===== config.mk =====
export PLATFORM = sky130hd
export DESIGN_NAME = dpt_top
export DESIGN_NICKNAME = d
export VERILOG_FILES = /design/src/verilog/dpt_pkg.sv /design/src/verilog/dpt_channel.sv /design/src/verilog/dpt_top.sv
export SDC_FILE = /design/constraint.sdc
export NUM_CORES = 1
export LEC_CHECK = 0
export ABC_AREA = 1
export BUFFER_PORTS_ARGS = -buffer_cell sky130_fd_sc_hd__clkbuf_2
export CORE_MARGIN = 4
export CORE_UTILIZATION = 30
export DETAILED_ROUTE_END_ITERATION = 6
export GPL_ROUTABILITY_DRIVEN = 1
export PLACE_DENSITY = 0.53
export RECOVER_POWER = 50
export SYNTH_ARGS = -nofsm -noshare
export SYNTH_HDL_FRONTEND = slang
export SYNTH_SLANG_ARGS = --single-unit

===== constraint.sdc =====
create_clock -name clk_sys -period 3 [get_ports clk_sys]
set_input_delay 0.6 -clock clk_sys [delete_from_list [all_inputs] [get_ports clk_sys]]
set_output_delay 0.6 -clock clk_sys [all_outputs]
set_load 0.1 [all_outputs]

===== src/verilog/dpt_pkg.sv =====
// shared constants for the dual pulse-width timer
package dpt_pkg;

  ////////////////////////////////////////////////////////////////////////////
  // widths
  localparam int CNT_W = 10; // counter, period and duty width
  localparam int ADDR_W = 4; // register address width
  localparam int DATA_W = 16; // register data width
  localparam int PSC_W = 6; // prescaler count width, holds up to 63
  localparam int PHASE_W = 2; // sub-step phase, four ticks per step

  ////////////////////////////////////////////////////////////////////////////
  // register offsets (word index on the plain port)
  localparam logic [ADDR_W-1:0] OFS_CONTROL = 4'h0; // pulse_timer_control
  localparam logic [ADDR_W-1:0] OFS_PERIOD1 = 4'h1; // period_value, channel 1
  localparam logic [ADDR_W-1:0] OFS_DUTY1 = 4'h2; // duty_buffer, channel 1
  localparam logic [ADDR_W-1:0] OFS_PERIOD2 = 4'h3; // period_value, channel 2
  localparam logic [ADDR_W-1:0] OFS_DUTY2 = 4'h4; // duty_buffer, channel 2
  localparam logic [ADDR_W-1:0] OFS_IRQ_STATUS = 4'h5; // sticky flags, read only
  localparam logic [ADDR_W-1:0] OFS_IRQ_CLEAR = 4'h6; // write one to clear
  localparam logic [ADDR_W-1:0] OFS_IRQ_ENABLE = 4'h7; // interrupt enables

  ////////////////////////////////////////////////////////////////////////////
  // control register field positions
  localparam int CTL_PSC1_LSB = 0; // prescale1_low / prescale1_high
  localparam int CTL_PSC2_LSB = 2; // prescale2_low / prescale2_high
  localparam int CTL_CNT_EN_LSB = 4; // counter1_enable, counter2_enable at +1
  localparam int CTL_OUT_EN_LSB = 6; // output1_enable, output2_enable at +1
  localparam int CTL_W = 8; // control register width

  // status / clear / enable layout
  localparam int IRQ_CH1_BIT = 0; // period_irq_flag of channel 1
  localparam int IRQ_CH2_BIT = 1; // period_irq_flag of channel 2
  localparam int IRQ_W = 2; // number of flags

  ////////////////////////////////////////////////////////////////////////////
  // reset values
  localparam logic [CTL_W-1:0] RST_CONTROL = 8'h00;
  localparam logic [CNT_W-1:0] RST_PERIOD = 10'h000;
  localparam logic [CNT_W-1:0] RST_DUTY = 10'h000;
  localparam logic [IRQ_W-1:0] RST_IRQ = 2'h0;

  ////////////////////////////////////////////////////////////////////////////
  // prescale select codes and their last count (ratio minus one)
  localparam logic [1:0] PSC_DIV2 = 2'h0;
  localparam logic [1:0] PSC_DIV8 = 2'h1;
  localparam logic [1:0] PSC_DIV32 = 2'h2;
  localparam logic [1:0] PSC_DIV64 = 2'h3;
  localparam logic [PSC_W-1:0] PSC_LAST2 = 6'h01;
  localparam logic [PSC_W-1:0] PSC_LAST8 = 6'h07;
  localparam logic [PSC_W-1:0] PSC_LAST32 = 6'h1f;
  localparam logic [PSC_W-1:0] PSC_LAST64 = 6'h3f;
  localparam logic [PHASE_W-1:0] PHASE_LAST = 2'h3; // fourth tick ends a step

endpackage


===== src/verilog/dpt_channel.sv =====
// one pulse-width channel: prescaler, up-counter, duty latch and comparators
`timescale 1ns/1ns
module dpt_channel #(
  parameter int CNT_W = 10
) (
  input wire logic clk_sys,
  input wire logic reset,
  input wire logic counter_enable,
  input wire logic [1:0] prescale_sel,
  input wire logic output_enable,
  input wire logic [CNT_W-1:0] period_value,
  input wire logic [CNT_W-1:0] duty_buffer,
  output logic pulse_r,
  output logic match_r
);

  ////////////////////////////////////////////////////////////////////////////
  // decode of the prescale selection into its last count
  function automatic logic [dpt_pkg::PSC_W-1:0] psc_last(input logic [1:0] sel);
    case (sel)
      dpt_pkg::PSC_DIV2: psc_last = dpt_pkg::PSC_LAST2;
      dpt_pkg::PSC_DIV8: psc_last = dpt_pkg::PSC_LAST8;
      dpt_pkg::PSC_DIV32: psc_last = dpt_pkg::PSC_LAST32;
      default: psc_last = dpt_pkg::PSC_LAST64;
    endcase
  endfunction

  logic [dpt_pkg::PSC_W-1:0] psc_r; // prescaler count
  logic [dpt_pkg::PHASE_W-1:0] phase_r; // tick within one increment cycle
  logic [CNT_W-1:0] period_counter_r; // time base
  logic [CNT_W-1:0] duty_latch_r; // compare value for this period

  ////////////////////////////////////////////////////////////////////////////
  // decode
  wire tick = counter_enable && (psc_r == psc_last(prescale_sel));
  wire step = tick && (phase_r == dpt_pkg::PHASE_LAST); // one increment cycle
  wire period_hit = (period_counter_r == period_value);
  wire wrap = step && period_hit;
  // fine position counts prescaled ticks, so high time is duty ticks long
  wire [CNT_W+1:0] fine_pos = {period_counter_r, phase_r};
  // look one tick ahead, so the pin drops on the edge that reaches the duty count
  wire [CNT_W+1:0] fine_nxt = fine_pos + {{CNT_W{1'b0}}, 2'b01};
  wire duty_hit = tick && (fine_nxt == {2'b00, duty_latch_r});
  wire [dpt_pkg::PSC_W-1:0] psc_nxt = tick ? '0 : psc_r + 6'h01;
  wire [CNT_W-1:0] cnt_nxt = period_hit ? '0 : period_counter_r + 10'h001;

  ////////////////////////////////////////////////////////////////////////////
  // prescaler, holds while the counter is off to save power
  always_ff @(posedge clk_sys) begin
    if (reset) begin
      psc_r <= '0;
    end else if (counter_enable) begin
      psc_r <= psc_nxt;
    end
  end

  // phase: four ticks make one counter increment
  always_ff @(posedge clk_sys) begin
    if (reset) begin
      phase_r <= '0;
    end else if (tick) begin
      phase_r <= phase_r + 2'h1;
    end
  end

  ////////////////////////////////////////////////////////////////////////////
  // ten-bit up-counter, cleared on the increment after a period match
  always_ff @(posedge clk_sys) begin
    if (reset) begin
      period_counter_r <= '0;
    end else if (step) begin
      period_counter_r <= cnt_nxt;
    end
  end

  // duty latch only moves at a period boundary, never mid-period
  always_ff @(posedge clk_sys) begin
    if (reset) begin
      duty_latch_r <= '0;
    end else if (wrap) begin
      duty_latch_r <= duty_buffer;
    end
  end

  ////////////////////////////////////////////////////////////////////////////
  // pulse output: set at period start, cleared on duty match
  always_ff @(posedge clk_sys) begin
    if (reset) begin
      pulse_r <= 1'b0;
    end else if (!output_enable) begin
      pulse_r <= 1'b0; // timer-only use keeps the pin low
    end else if (wrap) begin
      pulse_r <= (duty_buffer != '0);
    end else if (duty_hit) begin
      pulse_r <= 1'b0;
    end
  end

  // one-cycle event, same edge as the counter clear and pin change
  always_ff @(posedge clk_sys) begin
    if (reset) begin
      match_r <= 1'b0;
    end else begin
      match_r <= wrap;
    end
  end

endmodule


===== src/verilog/dpt_top.sv =====
// dual pulse-width timer: register port, interrupt logic, two channels
`timescale 1ns/1ns
module dpt_top #(
  parameter int CNT_W = dpt_pkg::CNT_W
) (
  input wire logic clk_sys,
  input wire logic reset,
  input wire logic [dpt_pkg::ADDR_W-1:0] reg_addr,
  input wire logic [dpt_pkg::DATA_W-1:0] reg_wdata,
  input wire logic reg_wr,
  input wire logic reg_rd,
  output logic [dpt_pkg::DATA_W-1:0] reg_rdata,
  output logic pulse_output_pin1,
  output logic pulse_output_pin2,
  output logic irq
);

  ////////////////////////////////////////////////////////////////////////////
  // register storage

  // pulse_timer_control: enables and prescale selects
  logic [dpt_pkg::CTL_W-1:0] control_r;

  // period_value per channel
  logic [CNT_W-1:0] period_r [2];

  // duty_buffer per channel, software side copy
  logic [CNT_W-1:0] duty_r [2];

  // sticky period flags and their enables
  logic [dpt_pkg::IRQ_W-1:0] irq_status_r;
  logic [dpt_pkg::IRQ_W-1:0] irq_status_nxt;
  logic [dpt_pkg::IRQ_W-1:0] irq_enable_r;

  // registered read data and interrupt line
  logic [dpt_pkg::DATA_W-1:0] rdata_r;
  logic irq_r;

  // per-channel results from the channel instances
  logic [1:0] pulse_w;
  logic [1:0] match_w;

  ////////////////////////////////////////////////////////////////////////////
  // address decode for the write strobes; the read path decodes reg_addr in its own case
  function automatic logic hit(input logic [dpt_pkg::ADDR_W-1:0] a,
                               input logic [dpt_pkg::ADDR_W-1:0] ofs);
    hit = (a == ofs);
  endfunction

  // write strobes per register
  wire wr_control = reg_wr && hit(reg_addr, dpt_pkg::OFS_CONTROL);
  wire wr_period1 = reg_wr && hit(reg_addr, dpt_pkg::OFS_PERIOD1);
  wire wr_duty1 = reg_wr && hit(reg_addr, dpt_pkg::OFS_DUTY1);
  wire wr_period2 = reg_wr && hit(reg_addr, dpt_pkg::OFS_PERIOD2);
  wire wr_duty2 = reg_wr && hit(reg_addr, dpt_pkg::OFS_DUTY2);
  wire wr_clear = reg_wr && hit(reg_addr, dpt_pkg::OFS_IRQ_CLEAR);
  wire wr_enable = reg_wr && hit(reg_addr, dpt_pkg::OFS_IRQ_ENABLE);

  // write data cut to register widths
  wire [dpt_pkg::CTL_W-1:0] wdata_ctl = reg_wdata[dpt_pkg::CTL_W-1:0];
  wire [CNT_W-1:0] wdata_cnt = reg_wdata[CNT_W-1:0];
  wire [dpt_pkg::IRQ_W-1:0] wdata_irq = reg_wdata[dpt_pkg::IRQ_W-1:0];

  ////////////////////////////////////////////////////////////////////////////
  // control field decode
  // bit 7..0: out2 en, out1 en, cnt2 en, cnt1 en, psc2 pair, psc1 pair
  wire [1:0] cnt_en_w = control_r[dpt_pkg::CTL_CNT_EN_LSB +: 2];
  wire [1:0] out_en_w = control_r[dpt_pkg::CTL_OUT_EN_LSB +: 2];
  wire [1:0] psc1_w = control_r[dpt_pkg::CTL_PSC1_LSB +: 2];
  wire [1:0] psc2_w = control_r[dpt_pkg::CTL_PSC2_LSB +: 2];

  ////////////////////////////////////////////////////////////////////////////
  // read multiplexer; unmapped and write-only addresses read zero
  logic [dpt_pkg::DATA_W-1:0] rd_mux;
  always_comb begin
    rd_mux = '0;
    case (reg_addr)
      dpt_pkg::OFS_CONTROL: begin
        rd_mux[dpt_pkg::CTL_W-1:0] = control_r;
      end
      dpt_pkg::OFS_PERIOD1: begin
        rd_mux[CNT_W-1:0] = period_r[0];
      end
      dpt_pkg::OFS_DUTY1: begin
        rd_mux[CNT_W-1:0] = duty_r[0];
      end
      dpt_pkg::OFS_PERIOD2: begin
        rd_mux[CNT_W-1:0] = period_r[1];
      end
      dpt_pkg::OFS_DUTY2: begin
        rd_mux[CNT_W-1:0] = duty_r[1];
      end
      dpt_pkg::OFS_IRQ_STATUS: begin
        rd_mux[dpt_pkg::IRQ_W-1:0] = irq_status_r;
      end
      dpt_pkg::OFS_IRQ_ENABLE: begin
        rd_mux[dpt_pkg::IRQ_W-1:0] = irq_enable_r;
      end
      default: begin
        rd_mux = '0; // clear register and holes read as zero
      end
    endcase
  end

  ////////////////////////////////////////////////////////////////////////////
  // sticky flag update: a match in the clear cycle still sets the flag
  always_comb begin
    irq_status_nxt = irq_status_r;
    if (wr_clear) begin
      irq_status_nxt = irq_status_r & ~wdata_irq;
    end
    irq_status_nxt = irq_status_nxt | match_w;
  end

  ////////////////////////////////////////////////////////////////////////////
  // control register, steers counters, prescalers and pins
  always_ff @(posedge clk_sys) begin
    if (reset) begin
      control_r <= dpt_pkg::RST_CONTROL;
    end else if (wr_control) begin
      control_r <= wdata_ctl;
    end
  end

  // channel 1 period and duty buffer
  always_ff @(posedge clk_sys) begin
    if (reset) begin
      period_r[0] <= dpt_pkg::RST_PERIOD;
      duty_r[0] <= dpt_pkg::RST_DUTY;
    end else begin
      if (wr_period1) begin
        period_r[0] <= wdata_cnt;
      end
      if (wr_duty1) begin
        duty_r[0] <= wdata_cnt;
      end
    end
  end

  // channel 2 period and duty buffer
  always_ff @(posedge clk_sys) begin
    if (reset) begin
      period_r[1] <= dpt_pkg::RST_PERIOD;
      duty_r[1] <= dpt_pkg::RST_DUTY;
    end else begin
      if (wr_period2) begin
        period_r[1] <= wdata_cnt;
      end
      if (wr_duty2) begin
        duty_r[1] <= wdata_cnt;
      end
    end
  end

  ////////////////////////////////////////////////////////////////////////////
  // interrupt status and enable
  always_ff @(posedge clk_sys) begin
    if (reset) begin
      irq_status_r <= dpt_pkg::RST_IRQ;
    end else begin
      irq_status_r <= irq_status_nxt;
    end
  end

  // enables gate the flags onto the line
  always_ff @(posedge clk_sys) begin
    if (reset) begin
      irq_enable_r <= dpt_pkg::RST_IRQ;
    end else if (wr_enable) begin
      irq_enable_r <= wdata_irq;
    end
  end

  // level line, one cycle behind the flag so it comes from a flop
  always_ff @(posedge clk_sys) begin
    if (reset) begin
      irq_r <= 1'b0;
    end else begin
      irq_r <= |(irq_status_r & irq_enable_r);
    end
  end

  ////////////////////////////////////////////////////////////////////////////
  // read data stands only in the cycle after the read strobe
  always_ff @(posedge clk_sys) begin
    if (reset) begin
      rdata_r <= '0;
    end else if (reg_rd) begin
      rdata_r <= rd_mux;
    end else begin
      rdata_r <= '0;
    end
  end

  ////////////////////////////////////////////////////////////////////////////
  // two identical channels
  genvar ch;
  generate
    for (ch = 0; ch < 2; ch = ch + 1) begin : g_chan
      // each channel picks its own prescale pair
      wire [1:0] psc_sel = (ch == 0) ? psc1_w : psc2_w;
      dpt_channel #(
        .CNT_W(CNT_W)
      ) u_chan (
        .clk_sys(clk_sys),
        .reset(reset),
        .counter_enable(cnt_en_w[ch]),
        .prescale_sel(psc_sel),
        .output_enable(out_en_w[ch]),
        .period_value(period_r[ch]),
        .duty_buffer(duty_r[ch]),
        .pulse_r(pulse_w[ch]),
        .match_r(match_w[ch])
      );
    end
  endgenerate

  ////////////////////////////////////////////////////////////////////////////
  // outputs: all come straight from flops
  // pulse pins are the channel flops themselves, so no added delay
  assign pulse_output_pin1 = pulse_w[0];
  assign pulse_output_pin2 = pulse_w[1];
  assign irq = irq_r;
  assign reg_rdata = rdata_r;

endmodule


# Word-level counts from Yosys, hierarchy flattened
# Memories as Yosys holds them, arrays and structs flattened.
# Cells that the tools add are included.
[classes]
reduce_logical = 26
n_mux = 32
eq_ne = 19
bitwise = 11
add_sub_neg = 8
[op_table]
columns = ["op", "n"]
rows = [
  ["10-bit 2-to-1 mux", 6],
  ["6-bit one-hot mux with 3 select lines", 2],
  ["6-bit one-hot mux with 5 select lines", 1],
  ["12-bit by 1-bit adder with 12-bit output, second input constant", 2],
  ["12-bit by 10-bit equality test with 1-bit output", 2],
  ["10-bit by 1-bit adder with 10-bit output, second input constant", 2],
  ["10-bit equality test", 2],
  ["10-bit nonzero test", 2],
  ["1-bit 2-to-1 mux", 18],
  ["4-bit by 3-bit equality test with 1-bit output, second input constant", 4],
  ["1-bit logical AND", 15],
  ["2-bit one-hot mux with 7 select lines", 1],
  ["6-bit by 1-bit adder with 6-bit output, second input constant", 2],
  ["6-bit equality test", 2],
  ["6-bit 2-to-1 mux", 2],
  ["2-bit equality test, second input constant", 4],
  ["4-bit by 2-bit equality test with 1-bit output, second input constant", 2],
  ["2-bit one-hot mux with 4 select lines", 1],
  ["2-bit OR reduction", 4],
  ["2-bit by 1-bit adder with 2-bit output, second input constant", 2],
  ["2-bit AND", 2],
  ["2-bit by 1-bit equality test with 1-bit output, second input constant", 2],
  ["4-bit by 1-bit equality test with 1-bit output, second input constant", 1],
  ["2-bit zero test", 2],
  ["other kinds (7)", 13],
]
[totals]
word_cells = 116
memories = 2
ramBits = 40
register_bits = 89
[memory_table]
columns = ["name", "depth", "word_bits", "rd", "rd_ports_with_merged_regs", "write_ports", "line", "source"]
rows = [
  ["duty_r", 2, 10, 2, 0, 2, "dpt_top.sv:28", "logic [CNT_W-1:0] duty_r [2];"],
  ["period_r", 2, 10, 2, 0, 2, "dpt_top.sv:25", "logic [CNT_W-1:0] period_r [2];"],
]

# Longest topological paths before layout
[logic_depth]
depth_word = 7
depth_mapped = 13

# Cells and area by module
# Synthesis repeated with hierarchy kept, for this count alone.
[unflattened]
hier_cells = 868
hier_area_um2 = 6630.1
[by_module_without_submodules]
columns = ["module", "area_each_um2", "seq_area_each_um2", "cells_per_inst", "n_inst"]
rows = [
  ["dpt_channel", 1906.8, 600.6, 284, 2],
  ["dpt_top", 2816.5, 1661.6, 300, 1],
]

# Least setup slack after synthesis
# No wires, ideal clock.
[synth_path]
path_type = "input-to-reg"
start = "in reg_addr[3] (netlist name)"
end = "mem duty_r[0][0], enable pin"
slack_ns = 0.612
path_stages = 5
n_path_buf = 0
t_required_ns = 2.609
setup_ns = 0.391
arrival_time_ns = 1.997
cell_sequence = "nor2_1 inv_1 nor2_2 inv_1 o21ai_0"
[synth_rtl]
columns = ["element", "line", "source"]
rows = [
  ["start, declared", "dpt_top.sv:8", "input wire logic [dpt_pkg::ADDR_W-1:0] reg_addr,"],
  ["end, declared", "dpt_top.sv:28", ""],
]

# Worst setup path in the final report
[layout_path]
start = "reg control_r[5] (netlist name)"
end = "reg g_chan[1].u_chan.duty_latch_r[2]"
[layout_between]
elab_chain_cells = 3
[layout_rtl]
columns = ["element", "line", "source"]
rows = [
  ["start, declared", "dpt_top.sv:22", "logic [dpt_pkg::CTL_W-1:0] control_r;"],
  ["start signal, assigned", "dpt_top.sv:119", "control_r <= dpt_pkg::RST_CONTROL;"],
  ["start signal, assigned", "dpt_top.sv:121", "control_r <= wdata_ctl;"],
  ["1-bit logical AND", "dpt_channel.sv:35", "wire tick = counter_enable && (psc_r == psc_last(prescale_sel));"],
  ["1-bit logical AND", "dpt_channel.sv:36", "wire step = tick && (phase_r == dpt_pkg::PHASE_LAST);"],
  ["1-bit logical AND", "dpt_channel.sv:38", "wire wrap = step && period_hit;"],
  ["end signal, assigned", "dpt_channel.sv:81", "duty_latch_r <= duty_buffer;"],
  ["end, declared", "dpt_channel.sv:31", "logic [CNT_W-1:0] duty_latch_r;"],
]
# Every way passes these cells.
# A chain may end at the register's enable or synchronous reset.

==> key figures <==
Clock tree
  – Clk root buf: clkbuf_16
  – CTS sink cnt: 123
  – CTS H-tree lvls: 4
  – Cts hold-fix bufs: 0
  – Num CTS Buffers: 17
  – TritonCTS clock tree: yes
  – Clock Pin Slew Worst Setup and Hold Paths: 60 ps
  – Worst-Skew Late Latency: 420 ps
  – PostCTS Resize Cnt: 0
  – CTS Buffer Depth: 2
  – Postcts setup bufs: 0

Layout
  – Design area: 0.007261 mm^2
  – Synth-to-Final Area Change: 15.39%
  – Total Nets Final: 900
  – Share of cells above drive strength 1: 0.08740
  – Non-Filler Instances: 1151
  – Ant diodes: 0

Global routing
  – Grt met2 use: 0.2148
  – GRT Overall Usage: 0.1471
  – Global Route met1 Usage: 0.2152
  – Met3 global-route usage: 0.03110
  – Most used routing layer: met1
  – Initial antenna violation count: 0
  – Total congestion overflow: 0
  – Largest net degree at the start of global routing: 18
  – First-pass GRT wire length: 27190 um
  – Vias in the first global route: 5106

Timing
  – Slew @ Worst Pin: 1197 ps
  – Final Hold Vio Count: 0
  – RSZ-0062 raised after global routing: no
  – Worst hold margin: 432.1 ps
  – Final min period: 2230 ps
  – Worst slew margin: 0.2055
  – Setup-failing EPs final: 0
  – Fmax: 0.4485 GHz
  – Period utilization: 0.7432
  – Setup TNS: 0 ps
  – Worst clock skew: 7.432 ps
  – Final slew viol count: 0

Power and ir drop
  – Total Power: 4103 uW
  – Peak VDD IR: 0.0004147 V
  – LEAKAGE: 0.002967 uW
  – Cell Pwr Density: 565.1 mW/mm^2

Synth
  – Yosys warnings: 0
  – Share of the synthesized area in the top cell type: 0.2641
  – Fraction of registers with async set/reset: 0
  – Cell taking the most area after synthesis: dfxtp_1
  – Most frequent cells after synthesis: 194 x nand2_1, 110 x nor2_1, 105 x inv_1
  – Mapped Avg Cell Area: 7.618 um^2
  – EDFF count, synth: 40
  – Synth area leaders: dfxtp_1 26%, edfxtp_1 19%, nand2_1 12%
  – Cell variety after synth: 44
  – Most frequent cell after synthesis: nand2_1
  – Post-synthesis instance area: 0.006292 mm^2
  – Synth Instances: 826
  – Sequential element share of the synthesized area: 0.4550
  – Seq cells post-synth: 123
  – Ys flop type: dfxtp_1

Route
  – Drt pass-1 iters: 5
  – # DRC: 0
  – Vias/cell: 4.681
  – Avg WL per Cell: 14.84 um
  – Remaining antenna violation count: 0
  – Via Count: 5388
  – First DRT Iteration DRCs: 353
  – Detailed Route WL: 17080 um

Place
  – Placer Congestion: 0.8719
  – Placed instance count: 1119
  – PortBufs: 30
  – Cell Area, Placed: 0.006739 mm^2
  – HPWL after detailed placement: 12880 um

Floorplan
  – Die area: 0.02336 mm^2
  – Die Wd: 152.8 um
  – Top Ports: 43
  – Core Region: 0.02043 mm^2
  – FP Rows: 52
  – Die Span Y: 152.8 um
  – Initial core utilization: 0.3080

Setup path
  – Worst path arrival time: 2520 ps
  – Worst-path maximum fanout: 11
  – Startpoint Class: flip-flop
  – WP data required: 3290 ps
  – Critical path endpoint category: flip-flop
  – Type of the worst setup path: flip-flop to flip-flop

Job
  – Max-cap violations: 0

Status
  – Status: finished, final reports clean

Worst hold path
  – Worst min path class: flip-flop to flip-flop
per-layer routing:
metal  routed length [um]  vias up  part of all wire
met2                 7273      127              0.43
li1                     -     2759                 -
met4                  244        0             0.014
met5                    0        -                 0
met3                  771       19             0.045
met1                 8787     2483              0.51
kinds of logic after synthesis:
| kind of cell | Yosys count | synth area share |
|---|---|---|
| AO/OA/AOI/OAI | 124 | 0.1108 |
| XOR/XNOR | 35 | 0.04872 |
| flip-flops | 123 | 0.4550 |
| buffers and inverters | 133 | 0.08670 |
| AND/OR/NAND/NOR | 402 | 0.2824 |
| adder cells (fa/ha/maj) | 8 | 0.01591 |
| other | 1 | 0.0005960 |
worst max-delay path, stage by stage (launching register included):
cell and delay (ps):
dfxtp_1 410, nand2_1 90, clkinv_1 70, nand3_1 70, nor2_1 120, nand3_1 370
nor2_1 460, nor2_4 130, inv_2 260, o22ai_1 110
cells in the final DEF (no fill, tap or decap), types with 5 or more instances in the layout:
cell type    n
clkbuf_1    16
o22ai_1     15
o21ai_0     44
inv_1      105
inv_2        5
a21oi_1     45
nand3_1     48
xnor2_1     15
edfxtp_1    40
nor4_1       5
clkinv_2     5
ha_1         8
nor3_1      12
nand4_1     10
clkbuf_2    18
dfxtp_1     83
clkbuf_16   18
nor2_1     113
xor2_1      20
nand2_1    197
conb_1       6
power by group:
group	switching [uW]	leakage, uW	internal [uW]	total (uW)
Clock	769	0.000292	1330	2100
Sequential	29.4	0.00105	1760	1790
Combinational	171	0.00162	43.2	214
registers in the layout (all words and copies together), names as in the netlist:
signal                          cells
irq                                 1
reg_rdata                          10
duty_r                             20
g_chan.u_chan.duty_latch_r         20
g_chan.u_chan.period_counter_r     20
g_chan.u_chan.phase_r               4
g_chan.u_chan.pulse_r               2
g_chan.u_chan.psc_r                12
irq_status_r                        2
period_r                           20
g_chan.u_chan.match_r               2
control_r                           8
irq_enable_r                        2
final cells by class:
| cell class | instances | area (um^2) |
|---|---|---|
| Timing Repair Buffer | 37 | 172.7 |
| Multi-Input combinational cell | 575 | 2848 |
| Tap cell | 270 | 337.8 |
| Inverter | 114 | 432.9 |
| Clock buffer | 21 | 491.7 |
| Sequential cell | 123 | 2863 |
| Fill cell | 2215 | 13170 |
| Clock inverter | 11 | 115.1 |
path summary, 6_finish.rpt:
kind | slack (ps) | cells past startpoint | startpoint | endpoint
worst min-delay path | 430 | 2 | g_chan[0].u_chan.match_r | irq_status_r[0]
worst max-delay path | 770 | 9 | control_r[5] | g_chan[1].u_chan.duty_latch_r[2]
worst min register to register | 430 | 2 | g_chan[0].u_chan.match_r | irq_status_r[0]
worst max register to register | 770 | 9 | control_r[5] | g_chan[1].u_chan.duty_latch_r[2]
metrics by stage:
| stage | worst slack, ps | util |
|---|---|---|
| CTS | 1108 | 0.3596 |
| global placement | 672.1 | 0.3299 |
| floorplan | 612.3 | - |
| global route | 534.2 | 0.3554 |
| finish | 770.4 | 0.3554 |
| detailed placement | 661.6 | 0.3299 |
Power figures use the tool's default switching activity.
